==> src/shared/acfc_defines.svh <==
// Offsets, field positions, reset values and timing counts for the conversion flow control
`ifndef ACFC_DEFINES_SVH
`define ACFC_DEFINES_SVH

// ----------------------------------------
// Register offsets (byte addresses)
// ----------------------------------------
`define ACFC_OFS_CTRL      12'h000
`define ACFC_OFS_FLOW      12'h004
`define ACFC_OFS_STATUS    12'h008
`define ACFC_OFS_RESULT    12'h00c
`define ACFC_OFS_ORDER     12'h010

// ----------------------------------------
// Control word fields
// ----------------------------------------
`define ACFC_CTRL_ACC_HI   11
`define ACFC_CTRL_ACC_LO   10
`define ACFC_CTRL_STORE    9
`define ACFC_CTRL_MODE     8
`define ACFC_CTRL_DBL_CMD  1
`define ACFC_CTRL_DBL_RES  0
`define ACFC_CTRL_RESET    16'h0000
`define ACFC_CTRL_MASK     16'h0f03

// ----------------------------------------
// Flow request bits
// ----------------------------------------
`define ACFC_FLW_ABORT     3
`define ACFC_FLW_TRIGGER_REQUEST      2
`define ACFC_FLW_RESTART   1
`define ACFC_FLW_SWAP      0

// ----------------------------------------
// Timing
// ----------------------------------------
`define ACFC_CONV_CYCLES   8'h10
`define ACFC_LIST_LEN      3'h4

`endif

==> src/shared/acfc_pkg.sv <==
// Types for the conversion flow control
`default_nettype none
package acfc_pkg;
    typedef enum logic [1:0] {
        ACFC_ACC_NONE,
        ACFC_ACC_INTERNAL,
        ACFC_ACC_BUS,
        ACFC_ACC_BOTH
    } acfc_access_t;

    typedef enum {
        ACFC_IDLE,
        ACFC_ARMED,
        ACFC_CONVERT,
        ACFC_ABORTING
    } acfc_state_t;
endpackage
`default_nettype wire

==> src/shared/acfc_if.sv <==
// Internal flow control interface between trigger logic and the converter
`timescale 1ns/1ps
`default_nettype none
interface acfc_if (
    input wire logic pclk,    // Bus clock
    input wire logic presetn  // Async reset, low
);
    logic       req_valid;    // Internal write strobe
    logic [3:0] req_set;      // Flow bits to set
    logic [3:0] flow_bits;    // Current flow bits
    logic       busy;         // Conversion or sequence ongoing
    logic       restart_err;  // Restart error flag

    modport device (input req_valid, req_set, output flow_bits, busy, restart_err);
    modport trigger_request   (output req_valid, req_set, input flow_bits, busy, restart_err);
endinterface
`default_nettype wire

==> src/hw/acfc_device.sv <==
// Converter end: control word, flow requests, sequence engine and APB slave
//
// Contract
// Access field picks bus, internal or both
// Access field resets to zero, no path
// Store off: aborted conversion discarded, no flag
// Store off: early lone restart flags error, sets abort
// Store on: aborted conversion stored, flags updated
// Store on: lone restart raises no error
// Mode bit: 0 restart mode, 1 trigger
// Four request bits: abort, trigger, restart, swap
// Single or double buffering per list
// Controller fills a command list before start
// Restart plus trigger starts first list
// Swap with restart starts second list
// Restart only while converter idle
// Abort stops sequence, cleared when idle
// Restart must follow abort before trigger
// Restart done: clear, accept trigger, list top
// Writes over disabled path ignored
`timescale 1ns/1ps
`default_nettype none
`include "acfc_defines.svh"
module acfc_device import acfc_pkg::*; (
    input  wire logic        pclk,      // Bus clock
    input  wire logic        presetn,   // Async reset, low
    input  wire logic        psel,      // APB select
    input  wire logic        penable,   // APB enable
    input  wire logic        pwrite,    // APB direction
    input  wire logic [11:0] paddr,     // APB address
    input  wire logic [31:0] pwdata,    // APB write data
    output logic      [31:0] prdata,    // APB read data
    output logic             pready,    // APB ready
    output logic             pslverr,   // APB error
    acfc_if.device           flw        // Internal flow interface
);
    // ----------------------------------------
    // Registers
    // ----------------------------------------
    logic [15:0] ctrl_q;
    logic [3:0]  flow_q, flow_d;
    logic        err_q;
    logic [7:0]  cnt_q;
    logic [2:0]  idx_q;
    logic        list_q;
    logic        rlist_q;
    logic [15:0] result_q;
    logic [7:0]  done_q;
    acfc_state_t state_q;
    logic        busy_q;

    wire logic       acc_wr  = psel & penable & pwrite;
    wire logic       bus_ok  = ctrl_q[`ACFC_CTRL_ACC_HI];
    wire logic       int_ok  = ctrl_q[`ACFC_CTRL_ACC_LO];
    wire logic       store   = ctrl_q[`ACFC_CTRL_STORE];
    wire logic       trigmd  = ctrl_q[`ACFC_CTRL_MODE];
    wire logic       last    = (idx_q == `ACFC_LIST_LEN - 3'h1);
    wire logic       conv    = (state_q == ACFC_CONVERT);
    wire logic       bus_fw  = acc_wr & (paddr == `ACFC_OFS_FLOW) & bus_ok;   // see R1
    wire logic       int_fw  = flw.req_valid & int_ok;                        // see R1
    wire logic [3:0] set_req = (bus_fw ? pwdata[3:0] : 4'h0) | (int_fw ? flw.req_set : 4'h0);
    wire logic       rst_ev  = set_req[`ACFC_FLW_RESTART];
    wire logic       abt_ev  = set_req[`ACFC_FLW_ABORT];
    wire logic       trg_ev  = set_req[`ACFC_FLW_TRIGGER_REQUEST] | flow_q[`ACFC_FLW_TRIGGER_REQUEST];
    wire logic       lone    = rst_ev & ~abt_ev & ~flow_q[`ACFC_FLW_ABORT];
    wire logic       early   = conv & lone & ~store & ~(last && cnt_q == 8'h01);
    wire logic       cut     = conv & (rst_ev | abt_ev);

    // ----------------------------------------
    // Control word
    // ----------------------------------------
    always_ff @(posedge pclk or negedge presetn) begin
        if (!presetn) begin
            ctrl_q <= `ACFC_CTRL_RESET;
        end else if (acc_wr && paddr == `ACFC_OFS_CTRL) begin
            ctrl_q <= pwdata[15:0] & `ACFC_CTRL_MASK;                         // see R7
        end
    end

    // ----------------------------------------
    // Flow request bits
    // ----------------------------------------
    always_comb begin
        flow_d = flow_q | set_req;
        if (early) begin
            flow_d[`ACFC_FLW_ABORT] = 1'b1;
        end
        // Abort clears only once the engine is idle again
        if (state_q == ACFC_ABORTING) begin
            flow_d[`ACFC_FLW_ABORT] = 1'b0;
        end
        // Restart completes in one cycle when idle
        if (flow_q[`ACFC_FLW_RESTART] && !busy_q && !flow_q[`ACFC_FLW_ABORT]) begin
            flow_d[`ACFC_FLW_RESTART] = 1'b0;
            flow_d[`ACFC_FLW_SWAP]    = 1'b0;
        end
        if (state_q == ACFC_ARMED && trg_ev) begin
            flow_d[`ACFC_FLW_TRIGGER_REQUEST] = 1'b0;
        end
    end

    always_ff @(posedge pclk or negedge presetn) begin
        if (!presetn) begin
            flow_q <= 4'h0;
        end else begin
            flow_q <= flow_d;
        end
    end

    // ----------------------------------------
    // Restart error flag, set wins over clear
    // ----------------------------------------
    always_ff @(posedge pclk or negedge presetn) begin
        if (!presetn) begin
            err_q <= 1'b0;
        end else if (early) begin
            err_q <= 1'b1;                                                    // see R4
        end else if (acc_wr && paddr == `ACFC_OFS_STATUS && pwdata[0]) begin
            err_q <= 1'b0;
        end
    end

    // ----------------------------------------
    // Sequence engine
    // ----------------------------------------
    always_ff @(posedge pclk or negedge presetn) begin
        if (!presetn) begin
            state_q <= ACFC_IDLE;
            cnt_q   <= 8'h00;
            idx_q   <= 3'h0;
            list_q  <= 1'b0;
            busy_q  <= 1'b0;
        end else begin
            case (state_q)
                ACFC_IDLE: begin
                    busy_q <= 1'b0;
                    if (flow_q[`ACFC_FLW_ABORT]) begin
                        state_q <= ACFC_ABORTING;
                    end else if (flow_q[`ACFC_FLW_RESTART]) begin
                        idx_q   <= 3'h0;                                      // see R11
                        state_q <= ACFC_ARMED;
                        if (flow_q[`ACFC_FLW_SWAP] && ctrl_q[`ACFC_CTRL_DBL_CMD]) begin
                            list_q <= ~list_q;
                        end
                    end
                end
                ACFC_ARMED: begin
                    if (flow_q[`ACFC_FLW_ABORT]) begin
                        state_q <= ACFC_ABORTING;
                    end else if (trg_ev) begin
                        state_q <= ACFC_CONVERT;
                        cnt_q   <= `ACFC_CONV_CYCLES;
                        busy_q  <= 1'b1;
                    end
                end
                ACFC_CONVERT: begin
                    if (cut || flow_q[`ACFC_FLW_ABORT]) begin
                        state_q <= ACFC_ABORTING;
                    end else if (cnt_q == 8'h01) begin
                        cnt_q <= `ACFC_CONV_CYCLES;
                        idx_q <= idx_q + 3'h1;
                        if (last) begin
                            idx_q <= 3'h0;
                            // End of list: trigger mode waits, restart mode goes idle
                            state_q <= trigmd ? ACFC_ARMED : ACFC_IDLE;
                            busy_q  <= 1'b0;
                        end
                    end else begin
                        cnt_q <= cnt_q - 8'h01;
                    end
                end
                ACFC_ABORTING: begin
                    busy_q  <= 1'b0;
                    idx_q   <= 3'h0;
                    state_q <= ACFC_IDLE;
                end
                default: begin
                    state_q <= ACFC_IDLE;
                end
            endcase
        end
    end

    // ----------------------------------------
    // Result storage
    // ----------------------------------------
    always_ff @(posedge pclk or negedge presetn) begin
        if (!presetn) begin
            result_q <= 16'h0000;
            done_q   <= 8'h00;
            rlist_q  <= 1'b0;
        end else begin
            // Clear goes first so a completion in the same cycle still lands
            if (acc_wr && paddr == `ACFC_OFS_RESULT) begin
                done_q <= done_q & ~pwdata[7:0];
            end
            if (conv && ((cnt_q == 8'h01 && !cut) || (cut && store))) begin   // see R3
                result_q             <= {list_q, rlist_q, 11'h000, idx_q};
                done_q[{rlist_q, idx_q[1:0]}] <= 1'b1;
                if (last && ctrl_q[`ACFC_CTRL_DBL_RES]) begin
                    rlist_q <= ~rlist_q;
                end
            end
        end
    end

    // ----------------------------------------
    // APB slave, zero wait states
    // ----------------------------------------
    always_ff @(posedge pclk or negedge presetn) begin
        if (!presetn) begin
            prdata  <= 32'h0000_0000;
            pready  <= 1'b0;
            pslverr <= 1'b0;
        end else begin
            pready  <= psel & ~penable;
            pslverr <= 1'b0;
            prdata  <= 32'h0000_0000;
            if (psel && !penable) begin
                case (paddr)
                    `ACFC_OFS_CTRL:   prdata <= {16'h0000, ctrl_q};
                    `ACFC_OFS_FLOW:   prdata <= {28'h0000000, flow_q};
                    `ACFC_OFS_STATUS: prdata <= {24'h000000, busy_q, list_q, 5'h00, err_q};
                    `ACFC_OFS_RESULT: prdata <= {8'h00, done_q, result_q};
                    default:          pslverr <= 1'b1;
                endcase
            end
        end
    end

    assign flw.flow_bits   = flow_q;
    assign flw.busy        = busy_q;
    assign flw.restart_err = err_q;
endmodule
`default_nettype wire

==> src/flat_wrapper.sv <==
// flat-port wrapper written by rule: the top's interface ports become plain ports
module acfc_device_flat import acfc_pkg::*;
  (pclk, presetn, psel, penable, pwrite, paddr, pwdata, prdata, pready, pslverr, flw_req_valid, flw_req_set, flw_flow_bits, flw_busy, flw_restart_err);
  acfc_if flw_i (.pclk(pclk), .presetn(presetn));
  input  wire logic pclk;
  input  wire logic presetn;
  input  wire logic psel;
  input  wire logic penable;
  input  wire logic pwrite;
  input  wire logic [11:0] paddr;
  input  wire logic [31:0] pwdata;
  output logic      [31:0] prdata;
  output logic pready;
  output logic pslverr;
  input wire logic [$bits(flw_i.req_valid)-1:0] flw_req_valid;
  input wire logic [$bits(flw_i.req_set)-1:0] flw_req_set;
  output wire logic [$bits(flw_i.flow_bits)-1:0] flw_flow_bits;
  output wire logic [$bits(flw_i.busy)-1:0] flw_busy;
  output wire logic [$bits(flw_i.restart_err)-1:0] flw_restart_err;
  assign flw_i.req_valid = flw_req_valid;
  assign flw_i.req_set = flw_req_set;
  assign flw_flow_bits = flw_i.flow_bits;
  assign flw_busy = flw_i.busy;
  assign flw_restart_err = flw_i.restart_err;
  acfc_device u_core (.pclk(pclk), .presetn(presetn), .psel(psel), .penable(penable), .pwrite(pwrite), .paddr(paddr), .pwdata(pwdata), .prdata(prdata), .pready(pready), .pslverr(pslverr), .flw(flw_i));
endmodule
==> config.mk <==
export PLATFORM = sky130hd
export DESIGN_NAME = acfc_device_flat
export DESIGN_NICKNAME = d
export VERILOG_FILES = /design/src/shared/acfc_pkg.sv /design/src/shared/acfc_if.sv /design/src/hw/acfc_device.sv /design/src/flat_wrapper.sv
export VERILOG_INCLUDE_DIRS = /design/src /design/src/shared
export SDC_FILE = /design/constraint.sdc
export NUM_CORES = 1
export LEC_CHECK = 0
export BUFFER_PORTS_ARGS = -buffer_cell sky130_fd_sc_hd__buf_2
export CELL_PAD_IN_SITES_DETAIL_PLACEMENT = 0
export CELL_PAD_IN_SITES_GLOBAL_PLACEMENT = 1
export CORE_MARGIN = 1.5
export CORE_UTILIZATION = 35
export CTS_CLUSTER_DIAMETER = 80
export DETAILED_ROUTE_END_ITERATION = 6
export PLACE_DENSITY_LB_ADDON = 0.08
export SYNTH_ARGS = -nofsm -noshare
export SYNTH_HDL_FRONTEND = slang
export SYNTH_SLANG_ARGS = --single-unit
==> constraint.sdc <==
create_clock -name pclk -period 2.2 [get_ports pclk]
set_clock_uncertainty 0.2 [all_clocks]
set_input_delay 0.44 -clock pclk [delete_from_list [all_inputs] [get_ports pclk]]
set_output_delay 0.44 -clock pclk [all_outputs]
set_load 0.005 [all_outputs]
==> impl_metrics.yaml, run 1 <==
setup_path:
  cpPeakStageDelay_ps: 540
  start_kind: "primary input"
  crit_type: "primary input to flop"
  crit_path_end_kind: "flop"
  path_cells: "buf_6 -> or4_4 -> nor4_4 -> buf_6 -> nor4b_4 -> a41o_4 -> nor2_8 -> mux2_4"
  critPathMaxFanout: 6
  arrival_ps: 2330
  cp_slowest_cell: "or4_4"
  cpMostUsedCell: "buf_6"
  cp_data_required_time_ps: 2230
drt:
  detail-route-antenna-nets: 0
  vias: 2553
  first_iter_violations: 58
  first_pass_iters: 4
  drc: 0
  via_per_inst: 4.967
  drt_wl_total_um: 8227
  wl_per_cell_um: 16.01
cts:
  cts-buffers-inserted: 9
  cts_root_buf: "clkbuf_8"
  path_clk_slew_ps: 80
  clk_latency_ps: 350
  cts.sinks: 62
  tritoncts: "yes"
  cts_max_path_buffers: 2
  cts_max_level: 3
synth:
  syn_avg_cell_area_um2: 10.96
  async_flop_share_pct: 100.0
  synthTopCellsByArea: "dfrtp_1 52%, and3_1 3.5%, buf_4 3.0%"
  syn_inst: 274
  ys_ff_latch: 62
  ys.flop_type: "dfrtp_1"
  yosysSeqAreaShare_pct: 51.65
  synth_common_cells: "62 x dfrtp_1, 17 x and3_1, 17 x o21ai_0, 16 x nand2_1"
  synth_cell_types: 59
  netlist_area_mm2: 0.003004
  synth_enable_flop_cells: 0
  synth_top_area_share_pct: 51.65
  yosys_warnings: 0
  yosysMostFrequentCell: "dfrtp_1"
  yosys.area.top_type: "dfrtp_1"
floorplanning:
  chipWidth_um: 95.65
  rows: 33
  die_area_mm2: 0.009148
  core_area_mm2: 0.008258
  io-pin-count: 94
  dieHeight_um: 95.65
  initial_core_util_pct: 36.38
place:
  dp_hpwl_um: 5911
  gp_congestion: 0.7798
  io_buffers: 61
  post-place-cells: 489
global_route:
  antenna_found_initial: 0
  grt_pass1_vias: 2562
  grt_max_degree: 51
  grt_overflow: 0
  grtUsageTotal_pct: 19.10
  grt_pass1_wl_um: 12850
final_layout:
  areaGrowthSynthToFinish_pct: 47.27
  nNetsFinal: 461
  utilization_pct: 53.58
  diodes: 0
  layout-drive-gt1-share_pct: 47.68
  fin_cells: 514
pwr:
  irDropWorstVdd_mv: 0.2823
  power_density_mw_per_mm2: 603.7
  p_leak_nw: 2.292
  power_mw: 2.671
worst_hold_path:
  hold_path_class: "primary input to flop"
timing:
  hold_viol_final: 0
  drv_slew: 0
  finalSetupViolCount: 15
  min_period_ps: 2298
  max_freq_mhz: 435.1
  finalCritPeriodShare_pct: 104.5
  setup_slack_ps: -98.29
  rsz0062_at_grt: "true"
outcome:
  outcome: "finished, violations left"
  failed_checks: "setup timing"
job:
  maxCapViolCount: 0
-- sequential cells by signal (all words and copies together), names as in the netlist --
register,flops
u_core.result_q,5
u_core.flw.flow_bits,4
u_core.flw.restart_err,1
u_core.cnt_q,8
u_core.flw.busy,1
u_core.rlist_q,1
u_core.pready,1
u_core.done_q,8
u_core.ctrl_q,6
u_core.idx_q,3
u_core.pslverr,1
u_core.state_q,2
u_core.prdata,20
u_core.list_q,1
-- layer usage --
layer	share of wire (%)	wire length [um]	track usage, %
met5	0	0	0
met3	6.0	494	4.545
met2	47	3877	30.63
met1	45	3716	25.20
met4	1.7	140	6.373
-- power breakdown --
group | internal [mW] | switching [mW] | total [mW]
combinational | 0.141 | 0.169 | 0.310
sequential | 1.16 | 0.0222 | 1.19
clock | 0.655 | 0.519 | 1.17
total | 1.96 | 0.710 | 2.67
-- path summary, 6_finish.rpt --
kind | startpoint | end | slack, ps | cells after the start
min in group asynchronous | presetn | u_core.pready$_DFF_PN0_ | 300 | 2
max in group asynchronous | presetn | u_core.done_q[1]$_DFF_PN0_ | 930 | 3
setup / recovery | paddr[4] | u_core.result_q[15]$_DFFE_PN0P_ | -100 | 8
setup reg to reg | u_core.cnt_q[0]$_DFFE_PN0P_ | u_core.result_q[15]$_DFFE_PN0P_ | -10 | 8
hold / removal | pwdata[8] | u_core.ctrl_q[8]$_DFFE_PN0P_ | 120 | 2
hold reg to reg | u_core.done_q[0]$_DFF_PN0_ | u_core.done_q[0]$_DFF_PN0_ | 300 | 2
-- worst max-delay path, delay by kind of cell --
family | cells | cell delay [ps]
buffers and inverters | 2 | 260
and+or+nand+nor | 4 | 1030
AOI/OAI and AO/OA | 1 | 290
muxes | 1 | 310
-- cell usage in the layout, fill, tap and decap left out, types with 3 or more instances in the layout --
master / Yosys / final
mux2_4: 4 / 10
nor3_1: 8 / 7
o21ai_2: 2 / 4
ha_1: 3 / 3
o21ai_0: 17 / 6
buf_2: 3 / 58
conb_1: 1 / 12
buf_6: 0 / 14
o21ai_1: 2 / 10
nand2_1: 16 / 16
nor2_1: 13 / 12
and2_1: 4 / 3
o31ai_2: 0 / 3
nor2b_1: 9 / 8
a21o_1: 3 / 3
o31ai_4: 0 / 3
a221oi_1: 3 / 3
and3_1: 17 / 16
dfrtp_1: 62 / 62
or4_4: 2 / 3
nand2b_1: 5 / 4
clkbuf_8: 0 / 9
buf_4: 12 / 51
a21oi_1: 12 / 10
inv_1: 13 / 13
-- layout make-up --
class,count,area [um^2]
Multi-Input combinational cell,191,1568
Sequential cell,62,1551
Clock buffer,9,123.9
Tap cell,105,131.4
Clock inverter,7,105.1
Fill cell,787,3834
Inverter,13,48.80
Timing Repair Buffer,127,895.9
-- kinds of logic (layout without fill, tap and decap cells) --
logic type      count (synthesis)  count (layout)  share of synthesized area [%]
simple gates                   91              91                          18.83
compound gates                 73              73                          17.70
flops                          62              62                          51.65
buf+inv                        32             156                          5.623
mux                            10              10                          4.248
fa+ha+maj                       3               3                          1.250
xor+xnor                        2               2                         0.5832
other cells                     1              12                         0.1248
-- stage by stage --
| stage | area [um^2] | hold slack (ps) | setup WS [ps] | TNS (ps) |
|---|---|---|---|---|
| after floorplan | 3074 | -55.59 | -389.9 | -8333 |
| after global placement | 3827 | 147.3 | -535.9 | -17670 |
| after detailed placement | 3827 | 153.0 | -545.9 | -18520 |
| after CTS | 4255 | 104.8 | -106.1 | -1076 |
| after global routing | 4424 | 103.9 | -158.0 | -2568 |
| final | 4424 | 118.2 | -98.29 | -949.2 |
-- repair_timing --
action | CTS | global route
pin swaps | 10 | 15
buffers inserted | 3 | 5
gates resized for setup | 36 | 27
hold buffers | 1 | 0
endpoints found under the setup margin | 33 | 37
endpoints found under the hold margin | 12 | 0
(Power assumes the default switching activity.)
==> run 2: changes to the inputs <==
--- a/config.mk
+++ b/config.mk
@@ -10,7 +10,7 @@
 export CELL_PAD_IN_SITES_DETAIL_PLACEMENT = 0
 export CELL_PAD_IN_SITES_GLOBAL_PLACEMENT = 1
 export CORE_MARGIN = 1.5
-export CORE_UTILIZATION = 35
+export CORE_UTILIZATION = 30
 export CTS_CLUSTER_DIAMETER = 80
 export DETAILED_ROUTE_END_ITERATION = 6
 export PLACE_DENSITY_LB_ADDON = 0.08
==> run 2 against run 1 <==
Effect of this change: the run still ends with setup timing left; sequential power about the same; cell area is 1.7% lower; clock power is 9% lower; via count grew 2.1%; final cell count up 5.4%; flip-flop and latch count stayed put.
==> impl_metrics.yaml, run 2 (same netlist as run 1, synthesis figures left out) <==
cts:
  cts-buffers-inserted: 9
  cts.sinks: 62
  path_clk_slew_ps: 70
  tritoncts: "yes"
  cts_max_level: 3
  clk_latency_ps: 340
  cts_max_path_buffers: 2
  cts_root_buf: "clkbuf_8"
setup_path:
  rr_startpoint: "u_core.ctrl_q[11]$_DFFE_PN0P_"
  worstRegToRegCells: 7
  crit_path_end_kind: "flop"
  crit_type: "primary input to flop"
  critPathMaxFanout: 6
  start_kind: "primary input"
  arrival_ps: 2360
  worstReg2RegEnd: "u_core.result_q[14]$_DFFE_PN0P_"
  cp_data_required_time_ps: 2220
  r2r_setup_slack_ps: 40
drt:
  via_per_inst: 4.808
  wl_met1_um: 3948
  met3_length_um: 346
  wl_met2_um: 4076
  detail-route-antenna-nets: 0
  drc: 0
  first_iter_violations: 99
  vias: 2606
  first_pass_iters: 4
  drt_wl_total_um: 8497
  wl_per_cell_um: 15.68
  highest_layer: "met4"
final_layout:
  final_common_cell: "dfrtp_1"
  reg_top3: "u_core.prdata (20), u_core.cnt_q (8), u_core.done_q (8)"
  stdcell_area_mm2: 0.004348
  utilization_pct: 44.69
  diodes: 0
  fin_cells: 542
  nNetsFinal: 461
  layout-drive-gt1-share_pct: 45.97
  regMostFlops: "u_core.prdata"
  areaGrowthSynthToFinish_pct: 44.73
  largest_reg_flops: 20
  final_cell_mix: "62 x dfrtp_1, 58 x buf_2, 51 x buf_4"
job:
  maxCapViolCount: 0
place:
  post-place-cells: 517
  io_buffers: 61
  placed_cell_area_mm2: 0.003862
  dp_slack_ps: -552.1
  dp_hpwl_um: 6160
  gp_congestion: 0.7655
timing:
  finalCritPeriodShare_pct: 106.4
  whs_ps: 128.0
  finalSetupViolCount: 32
  drv_slew: 0
  hold_viol_final: 0
  finalSetupTns_ps: -1786
  setup_slack_ps: -140.8
  max_freq_mhz: 427.2
  min_period_ps: 2341
  rsz0062_at_grt: "true"
pwr:
  power_density_mw_per_mm2: 584.7
  p_leak_nw: 2.250
  irDropWorstVdd_mv: 0.3147
  power_mw: 2.542
floorplanning:
  chipWidth_um: 103.1
  initial_core_util_pct: 30.88
  rows: 36
  io-pin-count: 94
  core_area_mm2: 0.009729
  die_area_mm2: 0.01062
  dieHeight_um: 103.1
global_route:
  grt_max_degree: 63
  grt_overflow: 0
  grt_pass1_wl_um: 13340
  grt_pass1_vias: 2675
  antenna_found_initial: 0
  grtUsageTotal_pct: 16.99
outcome:
  failed_checks: "setup timing"
  outcome: "finished, violations left"
worst_hold_path:
  hold_depth: 2
  min_to: "u_core.ctrl_q[10]$_DFFE_PN0P_"
  worstHoldStart: "pwdata[10]"
  hold_path_class: "primary input to flop"
==> run 2: cell count changes in the layout (fill, tap and decap cells not counted), sizes merged <==
cell,before,now
bufinv,2,1
clkinv,1,0
inv,16,14
clkbuf,9,12
clkinvlp,1,2
==> run 2: layout make-up <==
class	count	area, um^2
fill	980	5381
sequential	62	1551
multi-input combinational	191	1489
timing repair buffer	127	883.3
tap	133	166.4
clock buffer	12	155.1
clock inverter	4	53.80
inverter	13	48.80
==> run 2: repair_timing <==
item | in CTS | in global routing
cloned | 0 | 0
buffers inserted | 4 | 5
hold endpoints to repair | 62 | 0
resized for setup | 25 | 29
setup endpoints to repair | 32 | 39
hold buffers | 1 | 0
pin swaps | 16 | 15
==> run 2: worst max-delay path by stage <==
stage / from / end / slack (ps) / depth (start not counted)
2_1_floorplan: paddr[7] / u_core.result_q[0]$_DFFE_PN0P_ / -390 / 6
5_1_grt: paddr[4] / u_core.cnt_q[6]$_DFFE_PN0P_ / -170 / 8
4_1_cts: paddr[4] / u_core.result_q[15]$_DFFE_PN0P_ / -140 / 8
6_report: paddr[1] / u_core.result_q[14]$_DFFE_PN0P_ / -140 / 8
3_3_place_gp: paddr[3] / u_core.cnt_q[4]$_DFFE_PN0P_ / -580 / 9
3_5_place_dp: paddr[3] / u_core.cnt_q[4]$_DFFE_PN0P_ / -550 / 9
==> run 2: power breakdown <==
part,internal (mW),switching [mW]
sequential,1.17,0.0220
combinational,0.135,0.160
clock,0.590,0.470
==> run 2: per-layer routing <==
layer,vias up,global-route usage (%)
li1,1243,-
met1,1281,22.42
met2,69,27.48
met3,13,3.525
met4,0,6.445
met5,-,0
==> run 2: worst max-delay path: stages <==
cell and delay [ps]:
buf_6 90, or4b_4 560, nor4_4 290, buf_6 170
nor4b_4 50, a41o_4 290, nor2_8 160, mux2_4 310
==> run 3: changes to the inputs <==
--- a/config.mk
+++ b/config.mk
@@ -9,7 +9,7 @@
 export BUFFER_PORTS_ARGS = -buffer_cell sky130_fd_sc_hd__buf_2
 export CELL_PAD_IN_SITES_DETAIL_PLACEMENT = 0
 export CELL_PAD_IN_SITES_GLOBAL_PLACEMENT = 1
-export CORE_MARGIN = 1.5
+export CORE_MARGIN = 5
 export CORE_UTILIZATION = 30
 export CTS_CLUSTER_DIAMETER = 80
 export DETAILED_ROUTE_END_ITERATION = 6
==> run 3 against run 2 <==
Effect of this change: the run still ends with setup timing left; cell area fell by 0.43%; worst hold slack got worse by 2.3 ps; combinational power rose by 4%; routed wire length rose by 2.0%; final cell count fell by 0.74%; count of clock-buffer cells in the layout fell by 3; die area rose by 14%; critical endpoint is now u_core.result_q[15]$_DFFE_PN0P_.
==> impl_metrics.yaml, run 3 (same netlist as run 1, synthesis figures left out) <==
setup_path:
  cp_data_required_time_ps: 2220
  worstReg2RegEnd: "u_core.result_q[1]$_DFFE_PN0P_"
  start_kind: "primary input"
  rr_startpoint: "u_core.cnt_q[3]$_DFFE_PN0P_"
  worstRegToRegCells: 8
  r2r_setup_slack_ps: -10
  critPathMaxFanout: 6
  arrival_ps: 2320
  crit_path_end_kind: "flop"
  crit_type: "primary input to flop"
global_route:
  grt_pass1_wl_um: 13700
  grtUsageTotal_pct: 14.99
  grt_overflow: 0
  antenna_found_initial: 0
  grt_pass1_vias: 2640
  grt_max_degree: 26
drt:
  detail-route-antenna-nets: 0
  vias: 2555
  drt_wl_total_um: 8670
  via_per_inst: 4.749
  first_iter_violations: 109
  wl_per_cell_um: 16.12
  drc: 0
  first_pass_iters: 5
cts:
  path_clk_slew_ps: 80
  tritoncts: "yes"
  cts.sinks: 62
  cts_max_level: 3
  clk_latency_ps: 340
  cts_root_buf: "clkbuf_8"
  cts_max_path_buffers: 2
  cts-buffers-inserted: 9
worst_hold_path:
  hold_depth: 2
  hold_path_class: "primary input to flop"
  min_to: "u_core.ctrl_q[11]$_DFFE_PN0P_"
  worstHoldStart: "pwdata[11]"
outcome:
  outcome: "finished, violations left"
  failed_checks: "setup timing"
final_layout:
  final_common_cell: "dfrtp_1"
  fin_cells: 538
  layout-drive-gt1-share_pct: 45.93
  areaGrowthSynthToFinish_pct: 44.11
  largest_reg_flops: 20
  final_cell_mix: "62 x dfrtp_1, 60 x buf_2, 55 x buf_4"
  fillers: 957
  stdcell_area_mm2: 0.004329
  diodes: 0
  nNetsFinal: 457
  reg_top3: "u_core.prdata (20), u_core.cnt_q (8), u_core.done_q (8)"
  regMostFlops: "u_core.prdata"
place:
  io_buffers: 61
  placed_cell_area_mm2: 0.003867
  dp_hpwl_um: 6559
  post-place-cells: 516
  gp_congestion: 0.7346
floorplanning:
  io-pin-count: 94
  core_area_mm2: 0.009774
  rows: 36
  initial_core_util_pct: 30.73
  chipWidth_um: 110.1
  die_area_mm2: 0.01212
  dieHeight_um: 110.1
timing:
  rsz0062_at_grt: "true"
  finalSetupViolCount: 23
  finalCritPeriodShare_pct: 104.6
  setup_slack_ps: -100.3
  drv_slew: 0
  slew_headroom_pct: 59.44
  max_freq_mhz: 434.7
  hold_viol_final: 0
  tightestPinTransition_ps: 608.4
  min_period_ps: 2300
pwr:
  irDropWorstVdd_mv: 0.2564
  p_leak_nw: 2.265
  power_density_mw_per_mm2: 642.2
job:
  maxCapViolCount: 0
run 3: worst max path at each step:
stage / from / end / slack, ps / depth (start not counted)
2_1_floorplan: paddr[7] / u_core.result_q[0]$_DFFE_PN0P_ / -390 / 6
3_3_place_gp: paddr[3] / u_core.cnt_q[4]$_DFFE_PN0P_ / -560 / 9
3_5_place_dp: paddr[3] / u_core.result_q[15]$_DFFE_PN0P_ / -540 / 8
4_1_cts: paddr[4] / u_core.result_q[15]$_DFFE_PN0P_ / -110 / 8
5_1_grt: paddr[4] / u_core.result_q[15]$_DFFE_PN0P_ / -160 / 8
6_report: paddr[4] / u_core.result_q[15]$_DFFE_PN0P_ / -100 / 8
run 3: routing by layer:
| metal | vias to the layer above | share of wire, % | global-route usage [%] | wire (um) |
|---|---|---|---|---|
| met5 | - | 0 | 0 | 0 |
| met1 | 1248 | 44 | 19.43 | 3852 |
| met3 | 5 | 5.8 | 3.378 | 507 |
| met2 | 69 | 49 | 25.04 | 4245 |
| li1 | 1233 | - | - | - |
| met4 | 0 | 0.75 | 4.274 | 65 |
run 3: repair_timing:
item,in CTS,in global routing
gates resized for setup,26,18
hold buffers,1,0
endpoints found under the hold margin,23,0
endpoints found under the setup margin,31,38
pin swaps,14,7
setup buffers,4,1
run 3: critical path, stage by stage:
cell and delay [ps]:
buf_6 90, or4_4 550, nor4_4 260, buf_4 180, nor4b_2 50, a41o_4 280
nor2_8 160, mux2_4 310
run 3: layout make-up:
type,instances,area [um^2],share of cell area (%)
Timing Repair Buffer,123,823.3,19.02
Tap cell,133,166.4,3.844
Clock buffer,9,123.9,2.861
Sequential cell,62,1551,35.84
Inverter,13,48.80,1.127
Multi-Input combinational cell,191,1488,34.36
Clock inverter,7,127.6,2.948
run 3: power by group:
group | internal [mW] | switching, mW | total [mW]
sequential | 1.16 | 0.0204 | 1.19
combinational | 0.143 | 0.164 | 0.307
clock | 0.773 | 0.515 | 1.29
run 3: stage by stage:
step                      hold WS, ps  total power [mW]  utilization (%)  setup WS (ps)  TNS [ps]
final                           125.7             2.780            44.29         -100.3     -1049
after global routing            101.6             2.895            44.29         -161.2     -3141
after CTS                       107.6             2.807            43.61         -112.6     -1074
after detailed placement        285.5             1.502            39.57         -543.0    -18050
after global placement          275.7             1.498            39.57         -556.5    -18350
after floorplan                -55.59             1.338                -         -389.9     -8333
